[config.mk]
export PLATFORM = sky130hd
export DESIGN_NAME = srxm_mapper
export DESIGN_NICKNAME = d
export VERILOG_FILES = /design/src/inc/srxm_pkg.sv /design/src/design/srxm_mapper.sv
export SDC_FILE = /design/constraint.sdc
export NUM_CORES = 2
export LEC_CHECK = 0
export BUFFER_PORTS_ARGS = -buffer_cell sky130_fd_sc_hd__clkbuf_2
export CAP_MARGIN = 10
export CORE_MARGIN = 10
export CORE_UTILIZATION = 57
export DETAILED_ROUTE_END_ITERATION = 16
export HOLD_SLACK_MARGIN = 0.02
export PLACE_DENSITY = 0.73
export SLEW_MARGIN = 10
export SYNTH_ARGS = -nofsm -noshare
export SYNTH_HDL_FRONTEND = slang
export SYNTH_SLANG_ARGS = --single-unit
[constraint.sdc]
create_clock -name pclk -period 7.3 [get_ports pclk]
set_input_delay 2.19 -clock pclk [delete_from_list [all_inputs] [get_ports pclk]]
set_output_delay 2.19 -clock pclk [all_outputs]
set_load 0.02 [all_outputs]
[src/inc/srxm_pkg.sv]
// Package for the receive mailbox-to-queue mapper: register map, field layouts, codes.
// Assumes a 32-bit APB register bus and same-clock message request logic.
package srxm_pkg;

    // ==========================================================
    // Register offsets
    localparam logic [11:0] SRXM_PTR_BASE  = 12'h600;
    localparam logic [11:0] SRXM_MAP_BASE  = 12'h800;
    localparam logic [11:0] SRXM_STAT_ADDR = 12'h900;
    localparam logic [11:0] SRXM_CAP_ADDR  = 12'h904;
    localparam logic [11:0] SRXM_BUSY_ADDR = 12'h908;

    // ==========================================================
    // Reset values
    localparam logic [1:0] SRXM_LMASK_RST = 2'h3;
    localparam logic [5:0] SRXM_MMASK_RST = 6'h3f;
    localparam logic [1:0] SRXM_TT_RST    = 2'h1;

    // ==========================================================
    // Field positions of the route register and of status
    localparam int SRXM_HI_TT_LSB = 8;
    localparam int SRXM_HI_Q_LSB  = 2;
    localparam int SRXM_HI_PROM   = 1;
    localparam int SRXM_HI_MULTI  = 0;
    localparam int SRXM_ST_SRC    = 0;
    localparam int SRXM_ST_PTR    = 1;
    localparam int SRXM_ST_MAP    = 2;

    // ==========================================================
    // Response codes
    localparam logic [3:0] SRXM_FTYPE_RESP = 4'hd;
    localparam logic [3:0] SRXM_ST_DONE    = 4'h0;
    localparam logic [3:0] SRXM_ST_RETRY   = 4'h3;
    localparam logic [3:0] SRXM_ST_ERROR   = 4'h7;

    // ==========================================================
    // Layouts
    typedef struct packed {
        logic [1:0]  lmask;
        logic [5:0]  mmask;
        logic [1:0]  letter;
        logic [5:0]  mbox;
        logic [15:0] src;
    } srxm_lo_t;

    typedef struct packed {
        logic [1:0] tt;
        logic [3:0] queue;
        logic       prom;
        logic       multi;
    } srxm_hi_t;

    typedef struct packed {
        logic [15:0] src_id;
        logic [3:0]  msglen;
        logic [3:0]  seg;
        logic [1:0]  mbox;
        logic [1:0]  letter;
    } srxm_req_t;

    typedef struct packed {
        logic [3:0]  ftype;
        logic [3:0]  status;
        logic [15:0] src_id;
        logic [3:0]  queue;
        logic [1:0]  mbox;
        logic [1:0]  letter;
        logic [3:0]  seg;
    } srxm_rsp_t;

    typedef struct packed {
        logic [3:0]  queue;
        logic [31:0] ptr;
    } srxm_take_t;

    typedef struct packed {
        logic [15:0] src;
        logic [1:0]  mbox;
        logic [1:0]  letter;
    } srxm_owner_t;

    typedef struct packed {
        logic [1:0]  letter;
        logic [5:0]  mbox;
        logic [15:0] src;
    } srxm_cap_t;

endpackage

[src/design/srxm_mapper.sv]
// Receive mailbox mapper: maps message requests to RX queues, answers each one.
// Assumes APB master on pclk and message requests, buffer events from pclk logic.
//
// Operation
// - Accept messages for all 64 mailboxes, handle them one at a time in order.
// - Single-packet messages use the segment field as four extra mailbox bits.
// - Queue choice comes from source ID, length, mailbox, letter and extended mailbox.
// - Thirty-two programmable mapping entries, each naming a target queue.
// - No matching entry means the message is dropped with an ERROR answer.
// - Mask bit zero removes that mailbox or letter bit from the compare.
// - Source ID mismatch gives ERROR, captures the request, raises an error event.
// - Promiscuous entry accepts any source but still applies mailbox and letter.
// - Non-promiscuous entry needs all sixteen source ID bits equal.
// - Single-segment entries compare six mailbox bits, multi-segment entries two.
// - Match register layout and reset: masks all ones, other fields zero.
// - Route register layout: transport type reset 01, queue, promiscuous, segment mode.
// - Exactly one buffer descriptor is taken per message.
// - A multi-segment queue takes one incoming message at a time.
// - Sixteen RX queues, each usable for single or multi-segment traffic.
// - Head pointer write starts a queue; exhausted buffers clear it to zero.
// - Writing a head pointer that is still nonzero flags an error and keeps the old value.
// - New multi-segment message to a busy queue gets a RETRY type 13 answer.
// - Duplicate from the owning source, mailbox and letter gets ERROR.
// - Queue never started or torn down gives an ERROR answer.

`timescale 1ns/1ps
`default_nettype none

module srxm_mapper
#(
    parameter int NUM_ENTRIES = 32,
    parameter int NUM_QUEUES  = 16,
    parameter int ADDR_W      = 12
)
(
    input  wire logic                pclk,
    input  wire logic                presetn,
    input  wire logic                psel,
    input  wire logic                penable,
    input  wire logic                pwrite,
    input  wire logic [ADDR_W-1:0]   paddr,
    input  wire logic [31:0]         pwdata,
    output logic      [31:0]         prdata,
    output logic                     pready,
    output logic                     pslverr,
    input  wire logic                req_valid,
    input  wire srxm_pkg::srxm_req_t req,
    output logic                     req_ready,
    output logic                     rsp_valid,
    output var srxm_pkg::srxm_rsp_t  rsp,
    input  wire logic                rsp_ready,
    output logic                     take_valid,
    output var srxm_pkg::srxm_take_t take,
    input  wire logic                exh_valid,
    input  wire logic [3:0]          exh_queue,
    input  wire logic                rel_valid,
    input  wire logic [3:0]          rel_queue,
    output logic                     err_event
);
    import srxm_pkg::*;

    // ==========================================================
    // Elaboration checks
    if (NUM_ENTRIES < 1 || NUM_ENTRIES > 32 || NUM_QUEUES < 1 || NUM_QUEUES > 16 || ADDR_W < 12)
    begin : g_bad_params
        $error("srxm_mapper: unsupported parameter values");
    end

    // ==========================================================
    // State
    typedef struct packed {
        srxm_lo_t    [NUM_ENTRIES-1:0]      lo;
        srxm_hi_t    [NUM_ENTRIES-1:0]      hi;
        logic        [NUM_QUEUES-1:0][31:0] ptr;
        logic        [NUM_QUEUES-1:0]       busy;
        srxm_owner_t [NUM_QUEUES-1:0]       own;
        logic        [NUM_QUEUES-1:0][3:0]  nseg;
        logic                               rsp_valid;
        srxm_rsp_t                          rsp;
        logic                               take_valid;
        srxm_take_t                         take;
        logic        [2:0]                  stat;
        srxm_cap_t                          cap;
        logic                               err_event;
        logic        [31:0]                 prdata;
        logic                               slverr;
    } srxm_state_t;

    srxm_state_t cur;
    srxm_state_t next_cur;

    logic        acc;
    logic        d_single;
    logic [5:0]  d_mbox;
    logic        d_hit;
    logic        d_any;
    logic [3:0]  d_q;
    logic        d_qok;
    logic        d_busy;
    logic        d_same;
    logic        mm;
    logic        lm;
    logic [11:0] a;
    logic        a_ok;
    logic [31:0] a_rd;
    logic [31:0] hi_rd;
    logic        apb_wr;
    logic        apb_ptr_wr;
    logic [3:0]  w_q;
    logic [4:0]  w_e;

    // ==========================================================
    // Outputs
    assign req_ready  = !cur.rsp_valid || rsp_ready;
    assign acc        = req_valid && req_ready;
    assign rsp_valid  = cur.rsp_valid;
    assign rsp        = cur.rsp;
    assign take_valid = cur.take_valid;
    assign take       = cur.take;
    assign err_event  = cur.err_event;
    assign prdata     = cur.prdata;
    assign pready     = psel && penable;
    assign pslverr    = psel && penable && cur.slverr;

    // ==========================================================
    // Address decode
    always_comb
    begin
        a          = paddr[11:0];
        w_q        = a[5:2];
        w_e        = a[7:3];
        apb_wr     = psel && penable && pwrite;
        a_ok       = 1'b0;
        a_rd       = 32'h0000_0000;
        hi_rd      = 32'h0000_0000;
        apb_ptr_wr = 1'b0;
        if (int'(w_e) < NUM_ENTRIES)
        begin
            hi_rd[SRXM_HI_TT_LSB +: 2] = cur.hi[w_e].tt;
            hi_rd[SRXM_HI_Q_LSB +: 4]  = cur.hi[w_e].queue;
            hi_rd[SRXM_HI_PROM]        = cur.hi[w_e].prom;
            hi_rd[SRXM_HI_MULTI]       = cur.hi[w_e].multi;
        end
        if ((paddr >> 12) == '0 && a[1:0] == 2'h0)
        begin
            if (a[11:6] == SRXM_PTR_BASE[11:6] && int'(w_q) < NUM_QUEUES)
            begin
                a_ok       = 1'b1;
                a_rd       = cur.ptr[w_q];
                apb_ptr_wr = apb_wr;
            end
            else if (a[11:8] == SRXM_MAP_BASE[11:8] && int'(w_e) < NUM_ENTRIES)
            begin
                a_ok = 1'b1;
                a_rd = a[2] ? hi_rd : cur.lo[w_e];
            end
            else if (a == SRXM_STAT_ADDR)
            begin
                a_ok = 1'b1;
                a_rd = {29'h0, cur.stat};
            end
            else if (a == SRXM_CAP_ADDR)
            begin
                a_ok = 1'b1;
                a_rd = {8'h00, cur.cap};
            end
            else if (a == SRXM_BUSY_ADDR)
            begin
                a_ok = 1'b1;
                a_rd = 32'(cur.busy);
            end
        end
    end

    // ==========================================================
    // Mapping table lookup
    always_comb
    begin
        mm       = 1'b0;
        lm       = 1'b0;
        d_hit    = 1'b0;
        d_any    = 1'b0;
        d_q      = 4'h0;
        d_single = (req.msglen == 4'h0);
        d_mbox   = d_single ? {req.seg, req.mbox} : {4'h0, req.mbox};
        // Descending scan leaves the lowest matching index
        for (int i = NUM_ENTRIES - 1; i >= 0; i--)
        begin
            mm = d_single ? (((cur.lo[i].mbox ^ d_mbox) & cur.lo[i].mmask) == 6'h00)
                          : (((cur.lo[i].mbox[1:0] ^ req.mbox) & cur.lo[i].mmask[1:0]) == 2'h0);
            lm = ((cur.lo[i].letter ^ req.letter) & cur.lo[i].lmask) == 2'h0;
            if (cur.hi[i].multi == !d_single && mm && lm)
            begin
                d_any = 1'b1;
                if (cur.hi[i].prom || cur.lo[i].src == req.src_id)
                begin
                    d_hit = 1'b1;
                    d_q   = cur.hi[i].queue;
                end
            end
        end
        d_qok  = d_hit && int'(d_q) < NUM_QUEUES && cur.ptr[d_q] != 32'h0;
        d_busy = d_qok && cur.busy[d_q];
        d_same = d_qok && cur.own[d_q] == {req.src_id, req.mbox, req.letter};
    end

    // ==========================================================
    // Next state
    always_comb
    begin
        next_cur            = cur;
        next_cur.take_valid = 1'b0;
        next_cur.err_event  = 1'b0;
        if (cur.rsp_valid && rsp_ready)
        begin
            next_cur.rsp_valid = 1'b0;
        end
        if (rel_valid && int'(rel_queue) < NUM_QUEUES)
        begin
            next_cur.busy[rel_queue] = 1'b0;
        end
        if (exh_valid && int'(exh_queue) < NUM_QUEUES)
        begin
            next_cur.ptr[exh_queue] = 32'h0;
        end
        if (psel && !penable)
        begin
            next_cur.prdata = a_rd;
            next_cur.slverr = !a_ok;
        end
        if (apb_wr && a_ok)
        begin
            if (apb_ptr_wr)
            begin
                if (cur.ptr[w_q] != 32'h0)
                begin
                    next_cur.stat[SRXM_ST_PTR] = 1'b1;
                end
                else
                begin
                    next_cur.ptr[w_q] = pwdata;
                end
            end
            else if (a[11:8] == SRXM_MAP_BASE[11:8] && !a[2])
            begin
                next_cur.lo[w_e] = srxm_lo_t'(pwdata);
            end
            else if (a[11:8] == SRXM_MAP_BASE[11:8])
            begin
                next_cur.hi[w_e].tt    = pwdata[SRXM_HI_TT_LSB +: 2];
                next_cur.hi[w_e].queue = pwdata[SRXM_HI_Q_LSB +: 4];
                next_cur.hi[w_e].prom  = pwdata[SRXM_HI_PROM];
                next_cur.hi[w_e].multi = pwdata[SRXM_HI_MULTI];
            end
            else if (a == SRXM_STAT_ADDR)
            begin
                next_cur.stat = cur.stat & ~pwdata[2:0];
            end
        end
        if (acc)
        begin
            next_cur.rsp_valid     = 1'b1;
            next_cur.rsp.ftype     = SRXM_FTYPE_RESP;
            next_cur.rsp.status    = SRXM_ST_ERROR;
            next_cur.rsp.src_id    = req.src_id;
            next_cur.rsp.queue     = d_q;
            next_cur.rsp.mbox      = req.mbox;
            next_cur.rsp.letter    = req.letter;
            next_cur.rsp.seg       = req.seg;
            next_cur.take.queue    = d_q;
            next_cur.take.ptr      = d_qok ? cur.ptr[d_q] : 32'h0;
            if (!d_hit)
            begin
                if (d_any)
                begin
                    next_cur.stat[SRXM_ST_SRC] = 1'b1;
                    next_cur.cap               = {req.letter, d_mbox, req.src_id};
                    next_cur.err_event         = 1'b1;
                end
                else
                begin
                    next_cur.stat[SRXM_ST_MAP] = 1'b1;
                end
            end
            else if (!d_qok)
            begin
                next_cur.rsp.status = SRXM_ST_ERROR;
            end
            else if (d_single)
            begin
                next_cur.rsp.status = SRXM_ST_DONE;
                next_cur.take_valid = 1'b1;
            end
            else if (d_busy)
            begin
                if (!d_same)
                begin
                    next_cur.rsp.status = SRXM_ST_RETRY;
                end
                else if (req.seg == cur.nseg[d_q])
                begin
                    next_cur.rsp.status = SRXM_ST_DONE;
                    next_cur.nseg[d_q]  = 4'(req.seg + 4'h1);
                    if (req.seg == req.msglen)
                    begin
                        next_cur.busy[d_q] = 1'b0;
                    end
                end
            end
            else if (req.seg == 4'h0)
            begin
                next_cur.rsp.status = SRXM_ST_DONE;
                next_cur.busy[d_q]  = 1'b1;
                next_cur.own[d_q]   = {req.src_id, req.mbox, req.letter};
                next_cur.nseg[d_q]  = 4'h1;
                next_cur.take_valid = 1'b1;
            end
        end
    end

    // ==========================================================
    // Registers
    always_ff @(posedge pclk or negedge presetn)
    begin
        if (!presetn)
        begin
            cur <= '0;
            for (int i = 0; i < NUM_ENTRIES; i++)
            begin
                cur.lo[i].lmask <= SRXM_LMASK_RST;
                cur.lo[i].mmask <= SRXM_MMASK_RST;
                cur.hi[i].tt    <= SRXM_TT_RST;
            end
        end
        else
        begin
            cur <= next_cur;
        end
    end
endmodule

`default_nettype wire

After elaboration in Yosys (flattened, before gate mapping)
Index checks and enable logic that the tools add are counted.
{ "totals": {"latchBits": 0, "regBits": 2320, "ram_bits": 0, "n_memories": 0, "output_inout_bits": 110, "rom_bits": 0, "input_bits": 89, "elab_cells": 1209} }
{ "classes": {"mul": 0, "add_sub_neg": 1, "div": 0, "n_shift": 0, "n_eq_ne": 77, "magnitude_cmp": 10, "n_reduce_logical": 228, "n_bitwise": 209, "muxes": 297} }
{ "ops": {"columns": ["op", "n"], "rows": [
  ["2-to-1 mux 512 bit", 4],
  ["2-to-1 mux 400 bit", 4],
  ["bitwise mux 1024 bit", 1],
  ["bitwise mux 256 bit", 4],
  ["AND 512 bit", 1],
  ["bitwise mux 512 bit", 1],
  ["== test 16 bit", 32],
  ["NOT 512 bit", 1],
  ["2-to-1 mux 475 bit", 1],
  ["2-to-1 mux 32 bit", 11],
  ["bitwise mux 320 bit", 1],
  ["2-to-1 mux 320 bit", 1],
  ["2-to-1 mux 4 bit", 70],
  ["binary-select mux 32 bit (select 4 bit)", 2],
  ["demux 32 bit (select 4 bit)", 2],
  ["AND 6 bit", 32],
  ["zero test 6 bit", 32],
  ["2-to-1 mux 64 bit", 3],
  ["bitwise XOR 6 bit", 32],
  ["binary-select mux 32 bit (select 5 bit)", 1],
  ["demux 32 bit (select 5 bit)", 1],
  ["demux 8 bit (select 5 bit)", 4],
  ["2-to-1 mux 1 bit", 152],
  ["zero test 2 bit", 65],
  ["50 further kinds", 364]
]} }

Depth between registers and ports, before layout
{ "depth": {"ltp_word": 85, "ltp_mapped": 31, "depth_no_buf": 18} }

Least setup slack after synthesis
No wires, ideal clock.
{ "synth_path": {"kind": "in2reg", "startpoint": "input port req[8] (netlist name)", "endpoint": "register cur[409] (netlist name)", "stages": 23, "path_slack_ns": -1.522, "setup_ns": 0.125, "arrival_ns": 8.697, "required_time_ns": 7.175, "path_buffers": 5, "path_cell_list": "or4_4 buf_6 a211oi_1 a22oi_1 a2111oi_4 mux2_2 o211a_1 a2111o_1 and3_1 buf_4 nor2_4 buf_2 mux2i_1 o22ai_1 or4_1 or4_1 or4b_1 nor4_4 nor3b_2 buf_2 nand2_1 buf_2 mux2_2"} }
{ "synth_between": {"elab_chain_len": 78, "word_cells_on_any_way": 369, "cone_classes": "order compare: 2; eq/ne: 32; mux: 166; bitwise: 66; reduce/logical: 103"} }
{ "synth_rtl": {"columns": ["element", "line", "source"], "rows": [
  ["start: declaration", "srxm_mapper.sv:47", "input wire srxm_pkg::srxm_req_t req,"],
  ["zero test 4 bit (*)", "srxm_mapper.sv:184", "d_single = (req.msglen == 4'h0);"],
  ["2-to-1 mux 6 bit", "srxm_mapper.sv:185", "d_mbox = d_single ? {req.seg, req.mbox} : {4'h0, req.mbox};"],
  ["bitwise XOR 6 bit", "srxm_mapper.sv:189", "mm = d_single ? (((cur.lo[i].mbox ^ d_mbox) & cur.lo[i].mmask) == 6'h00)"],
  ["AND 6 bit", "srxm_mapper.sv:189", null],
  ["zero test 6 bit", "srxm_mapper.sv:189", null],
  ["2-to-1 mux 1 bit", "srxm_mapper.sv:189", null],
  ["logical AND 1 bit (2 in a row)", "srxm_mapper.sv:192", "if (cur.hi[i].multi == !d_single && mm && lm)"],
  ["2-to-1 mux 4 bit", "srxm_mapper.sv:192", null],
  ["[61 not listed]", null, null],
  ["2-to-1 mux 4 bit", "srxm_mapper.sv:192", null],
  ["binary-select mux 32 bit (select 4 bit)", "srxm_mapper.sv:202", "d_qok = d_hit && int'(d_q) < NUM_QUEUES && cur.ptr[d_q] != 32'h0;"],
  ["2-to-1 mux 32 bit (not written as such)", "srxm_mapper.sv:202", null],
  ["nonzero test 32 bit", "srxm_mapper.sv:202", null],
  ["logical AND 1 bit", "srxm_mapper.sv:202", null],
  ["logical AND 1 bit", "srxm_mapper.sv:203", "d_busy = d_qok && cur.busy[d_q];"],
  ["NOT 1 bit (no source line)", null, null],
  ["AND reduction 6 bit (no source line)", null, null],
  ["end signal: assignment", "srxm_mapper.sv:337", "cur <= next_cur;"],
  ["end: declaration", "srxm_mapper.sv:89", "srxm_state_t cur;"]
]} }
Every way passes the cells marked *; elsewhere a longest branch is shown, timed or not. The select of a mux whose other input is x is not followed.
A chain may end at the register's enable or synchronous reset.

Worst setup path in the final report
{ "layout_path": {"startpoint": "input port req[25] (netlist name)", "endpoint": "register cur[163] (netlist name)"} }
{ "layout_between": {"elab_chain_len": 74, "word_cells_on_any_way": 221, "cone_classes": "order compare: 2; eq/ne: 36; mux: 143; bitwise: 1; reduce/logical: 39"} }
{ "layout_rtl": {"columns": ["element", "line", "source"], "rows": [
  ["== test 16 bit", "srxm_mapper.sv:195", "if (cur.hi[i].prom || cur.lo[i].src == req.src_id)"],
  ["logical OR 1 bit", "srxm_mapper.sv:195", null],
  ["2-to-1 mux 4 bit", "srxm_mapper.sv:195", null],
  ["2-to-1 mux 4 bit", "srxm_mapper.sv:192", null],
  ["2-to-1 mux 4 bit", "srxm_mapper.sv:195", null],
  ["2-to-1 mux 4 bit", "srxm_mapper.sv:192", null],
  ["2-to-1 mux 4 bit", "srxm_mapper.sv:195", null],
  ["2-to-1 mux 4 bit", "srxm_mapper.sv:192", null],
  ["[58 not listed]", null, null],
  ["less-than comparator 4 x 5 -> 1 bit (not written as such) or >= comparator 4 x 1 -> 1 bit (tied branches)", "srxm_mapper.sv:303, srxm_mapper.sv:315", null],
  ["logical AND 1 bit (not written as such)", "srxm_mapper.sv:303, srxm_mapper.sv:315", null],
  ["2-to-1 mux 4 bit (not written as such)", "srxm_mapper.sv:303, srxm_mapper.sv:315", null],
  ["demux 4 bit (select 4 bit)", "srxm_mapper.sv:303, srxm_mapper.sv:315", null],
  ["bitwise mux 64 bit", "srxm_mapper.sv:303", "next_cur.nseg[d_q] = 4'(req.seg + 4'h1);"],
  ["2-to-1 mux 64 bit", "srxm_mapper.sv:300", "else if (req.seg == cur.nseg[d_q])"],
  ["2-to-1 mux 64 bit", "srxm_mapper.sv:296", "if (!d_same)"],
  ["2-to-1 mux 64 bit", "srxm_mapper.sv:294", "else if (d_busy)"]
]} }
Several ways; a longest one is shown, not always the timed one. The select of a mux whose other input is x is not followed.

==> flow_summary.yaml <==
worst_hold_path:
  holdPathStages: 2
  min_path_type: "register to register"
  min_to: "rsp[15]"
  hold_start: "rsp[15]"
sta:
  slew_viol_final: 0
  max_freq_ghz: 0.1213
  setup_viol: 435
  rsz0062_at_grt: "true"
  worst_pin_slew_ns: 1.377
  finClkSkew_ns: 0.04537
  min_period_over_period_pct: 112.9
  slew_headroom_pct: 7.861
  fin_crit_ns: 8.244
  hold_slack_ns: 0.4743
  hold_viol_final: 0
  finalWorstSetupSlack_ns: -0.9443
setup_path:
  reg2reg_to: "cur[163]"
  r2r_cells: 23
  r2r_slack_ns: 0.24
  cp_slowest_cell: "or4_4"
  r2r-start: "cur[2171]"
  cp_slowest_stage_delay_ns: 0.61
  startpoint_type: "primary input"
  critPathMaxFanout: 13
  crit_path_frequent_cell: "buf_4"
  cp.arrival_ns: 9.04
  worstPathRequired_ns: 8.10
  worstSetupPathType: "primary input to register"
  end_kind: "register"
route:
  vias_per_cell: 7.078
  drt-total-wl_um: 469300
  wl_per_cell_um: 35.49
  vias: 93610
  first_pass_iters: 9
  drtAntennaViolNets: 0
  drtIter0Drc: 12922
  drc_errors: 0
floorplan:
  fp.dieW_um: 481.7
  start_util_pct: 57.29
  coreArea_mm2: 0.2121
  rows: 169
  io_pins: 199
  die_area_mm2: 0.2321
  die_h_um: 481.7
yosys:
  syn_avg_cell_area_um2: 12.74
  synthArstFlopShare_pct: 100.0
  ys_types: 97
  synthCells: 9536
  synthFlopType: "dfrtp_1"
  ys_ff_latch: 2318
  synthTopCellsByArea: "dfrtp_1 42%, mux2_2 15%, mux4_2 8.9%"
  yosysTopAreaCellShare_pct: 41.80
  ys_seq_area_share_pct: 48.03
  syn_area_mm2: 0.1215
  yosysWarnings: 0
  synth-edff-count: 0
  synth_top_cell_by_area: "dfrtp_1"
pwr:
  finalPower_mw: 28.19
  leakagePower_nw: 68.82
  p_sw_share_pct: 24.26
  p_clk_share_pct: 47.6
  pwr-share-seq_pct: 45.9
  vdd_ir_drop_max_mv: 0.2637
  powerDensity_mw_per_mm2: 193.2
  intPower_mw: 21.35
  p_switching_mw: 6.840
  comb_power_share_pct: 6.6
run_status:
  status: "finished, violations left"
  violations: "setup timing"
final_layout:
  final_nets: 10266
  regArea_mm2: 0.05837
  multi_input_area_mm2: 0.06189
  filler_cell_count: 14588
  synthToLayoutAreaGrowth_pct: 20.12
  finalNonFillerCells: 13225
  drive_above_1_share_pct: 44.67
placement:
  place.gp.congestion: 0.9914
  dp.cells: 12608
  hpwl_um: 309000
  portBuffers: 196
  place_ws_ns: -3.013
global_routing:
  antenna_found_initial: 37
  grt_pass1_wl_um: 675400
  grt_overflow: 0
  grt_pass1_vias: 95427
  grtUsageTotal_pct: 39.52
  grt_max_degree: 158
clocking:
  h-tree-depth: 4
  cts_root_buffer: "clkbuf_16"
  clock_latency_ns: 0.92
  cts_sinks: 2318
  clk_pin_slew_ns: 0.07
  cts_tree: "yes"
  cts_buffers: 239
  clk_path_buf_depth: 3
  ctsHoldBuffers: 0
run:
  drv_cap: 0
## timing repair
action,4_1_cts,5_1_grt
setup endpoints to repair,435,435
pin swaps,44,101
setup buffers,60,60
resized for setup,551,222
cloned,30,4
## critical path, delay by kind of cell
| kind | cells | cell delay, ns |
|---|---|---|
| and+or+nand+nor | 10 | 3.80 |
| buffers and inverters | 10 | 1.73 |
| AOI/OAI and AO/OA | 7 | 1.10 |
| xor gates and xnor gates | 1 | 0.17 |
## cells in the final DEF, fill, tap and decap left out, drive strengths merged, types with 15 or more instances in the layout
cell / instances
nand3b: 18
mux4: 480
nand2: 519
xor2: 770
a222oi: 28
o2bb2ai: 46
dfrtp: 2030
mux2i: 319
dfstp: 288
nor3b: 19
inv: 55
or4: 27
o211ai: 31
mux2: 1636
a32o: 22
clkinv: 47
a22oi: 216
nor2: 143
buf: 1249
diode: 15
nand2b: 23
and3: 28
o21ai: 223
nor3: 49
clkbuf: 518
a22o: 523
a211oi: 91
nand4: 34
o22ai: 202
nand3: 133
a21oi: 100
nor4: 198
xnor2: 18
a41oi: 32
bufinv: 33
## worst max-delay path by stage
stage	start	to	slack, ns	cells after the start
after floorplan	req[11]	cur[299]	-1.15	23
after global placement	req[20]	cur[529]	-2.97	30
after detailed placement	req[20]	cur[529]	-3.01	30
after CTS	req[8]	cur[159]	-0.75	24
after global routing	req[16]	cur[159]	-0.99	25
final	req[25]	cur[163]	-0.94	28
## metal layers
metal | vias to the layer above | global-route usage (%) | part of all wire (%)
li1 | 37009 | - | -
met3 | 1803 | 13.24 | 12
met1 | 48177 | 50.16 | 36
met4 | 28 | 26.06 | 8.2
met5 | - | 0.1864 | 0.037
met2 | 6593 | 57.73 | 43
## registers in the layout, indices dropped and copies added (netlist names)
name	cells
cur	2220
take	36
prdata	32
rsp	27
err_event	1
rsp_valid	1
take_valid	1
## stage by stage
step,setup TNS [ns],util [%],area (µm²)
5_1_grt,-361.28,68.82,146000
3_3_place_gp,-1064.22,62.22,132000
6_report,-341.98,68.82,146000
3_5_place_dp,-1071.24,62.22,132000
4_1_cts,-272.02,67.99,144200
2_1_floorplan,-464.08,-,122000
## cells in the mapped netlist, drive strengths merged (202+ instances only)
master / instances
mux4: 480
buf: 433
a22o: 523
mux2i: 319
o21ai: 223
xor2: 770
clkbuf: 585
dfrtp: 2030
o22ai: 202
mux2: 1636
dfstp: 288
a22oi: 216
nand2: 518
## final cells by class
type,instances,area share [%]
Antenna cell,15,0.02572
Clock buffer,358,4.907
Clock inverter,97,0.9849
Inverter,47,0.1209
Multi-Input combinational cell,6159,42.40
Sequential cell,2318,39.99
Tap cell,2821,2.418
Timing Repair Buffer,1410,9.157
## power by group through the flow
| stage | sequential, mW | combinational (mW) | clock [mW] |
|---|---|---|---|
| final | 12.9 | 1.85 | 13.4 |
| after global routing | 12.9 | 1.92 | 13.9 |
| after CTS | 12.9 | 1.78 | 13.4 |
| after detailed placement | 13.2 | 1.75 | 0 |
| after global placement | 13.2 | 1.72 | 0 |
| after floorplan | 13.2 | 0.839 | 0 |
## cells by family after synthesis
logic type / count (synthesis) / share of synthesized area, %
AO/OA/AOI/OAI: 1644 / 10.26
XOR/XNOR: 788 / 5.680
adder cells (fa/ha/maj): 2 / 0.02059
buffers and inverters: 1065 / 3.926
flip-flops: 2318 / 48.03
multiplexers: 2435 / 26.68
other: 1 / 0.003086
AND/OR/NAND/NOR: 1283 / 5.399
Note: power is estimated with default switching activity, not from simulation.
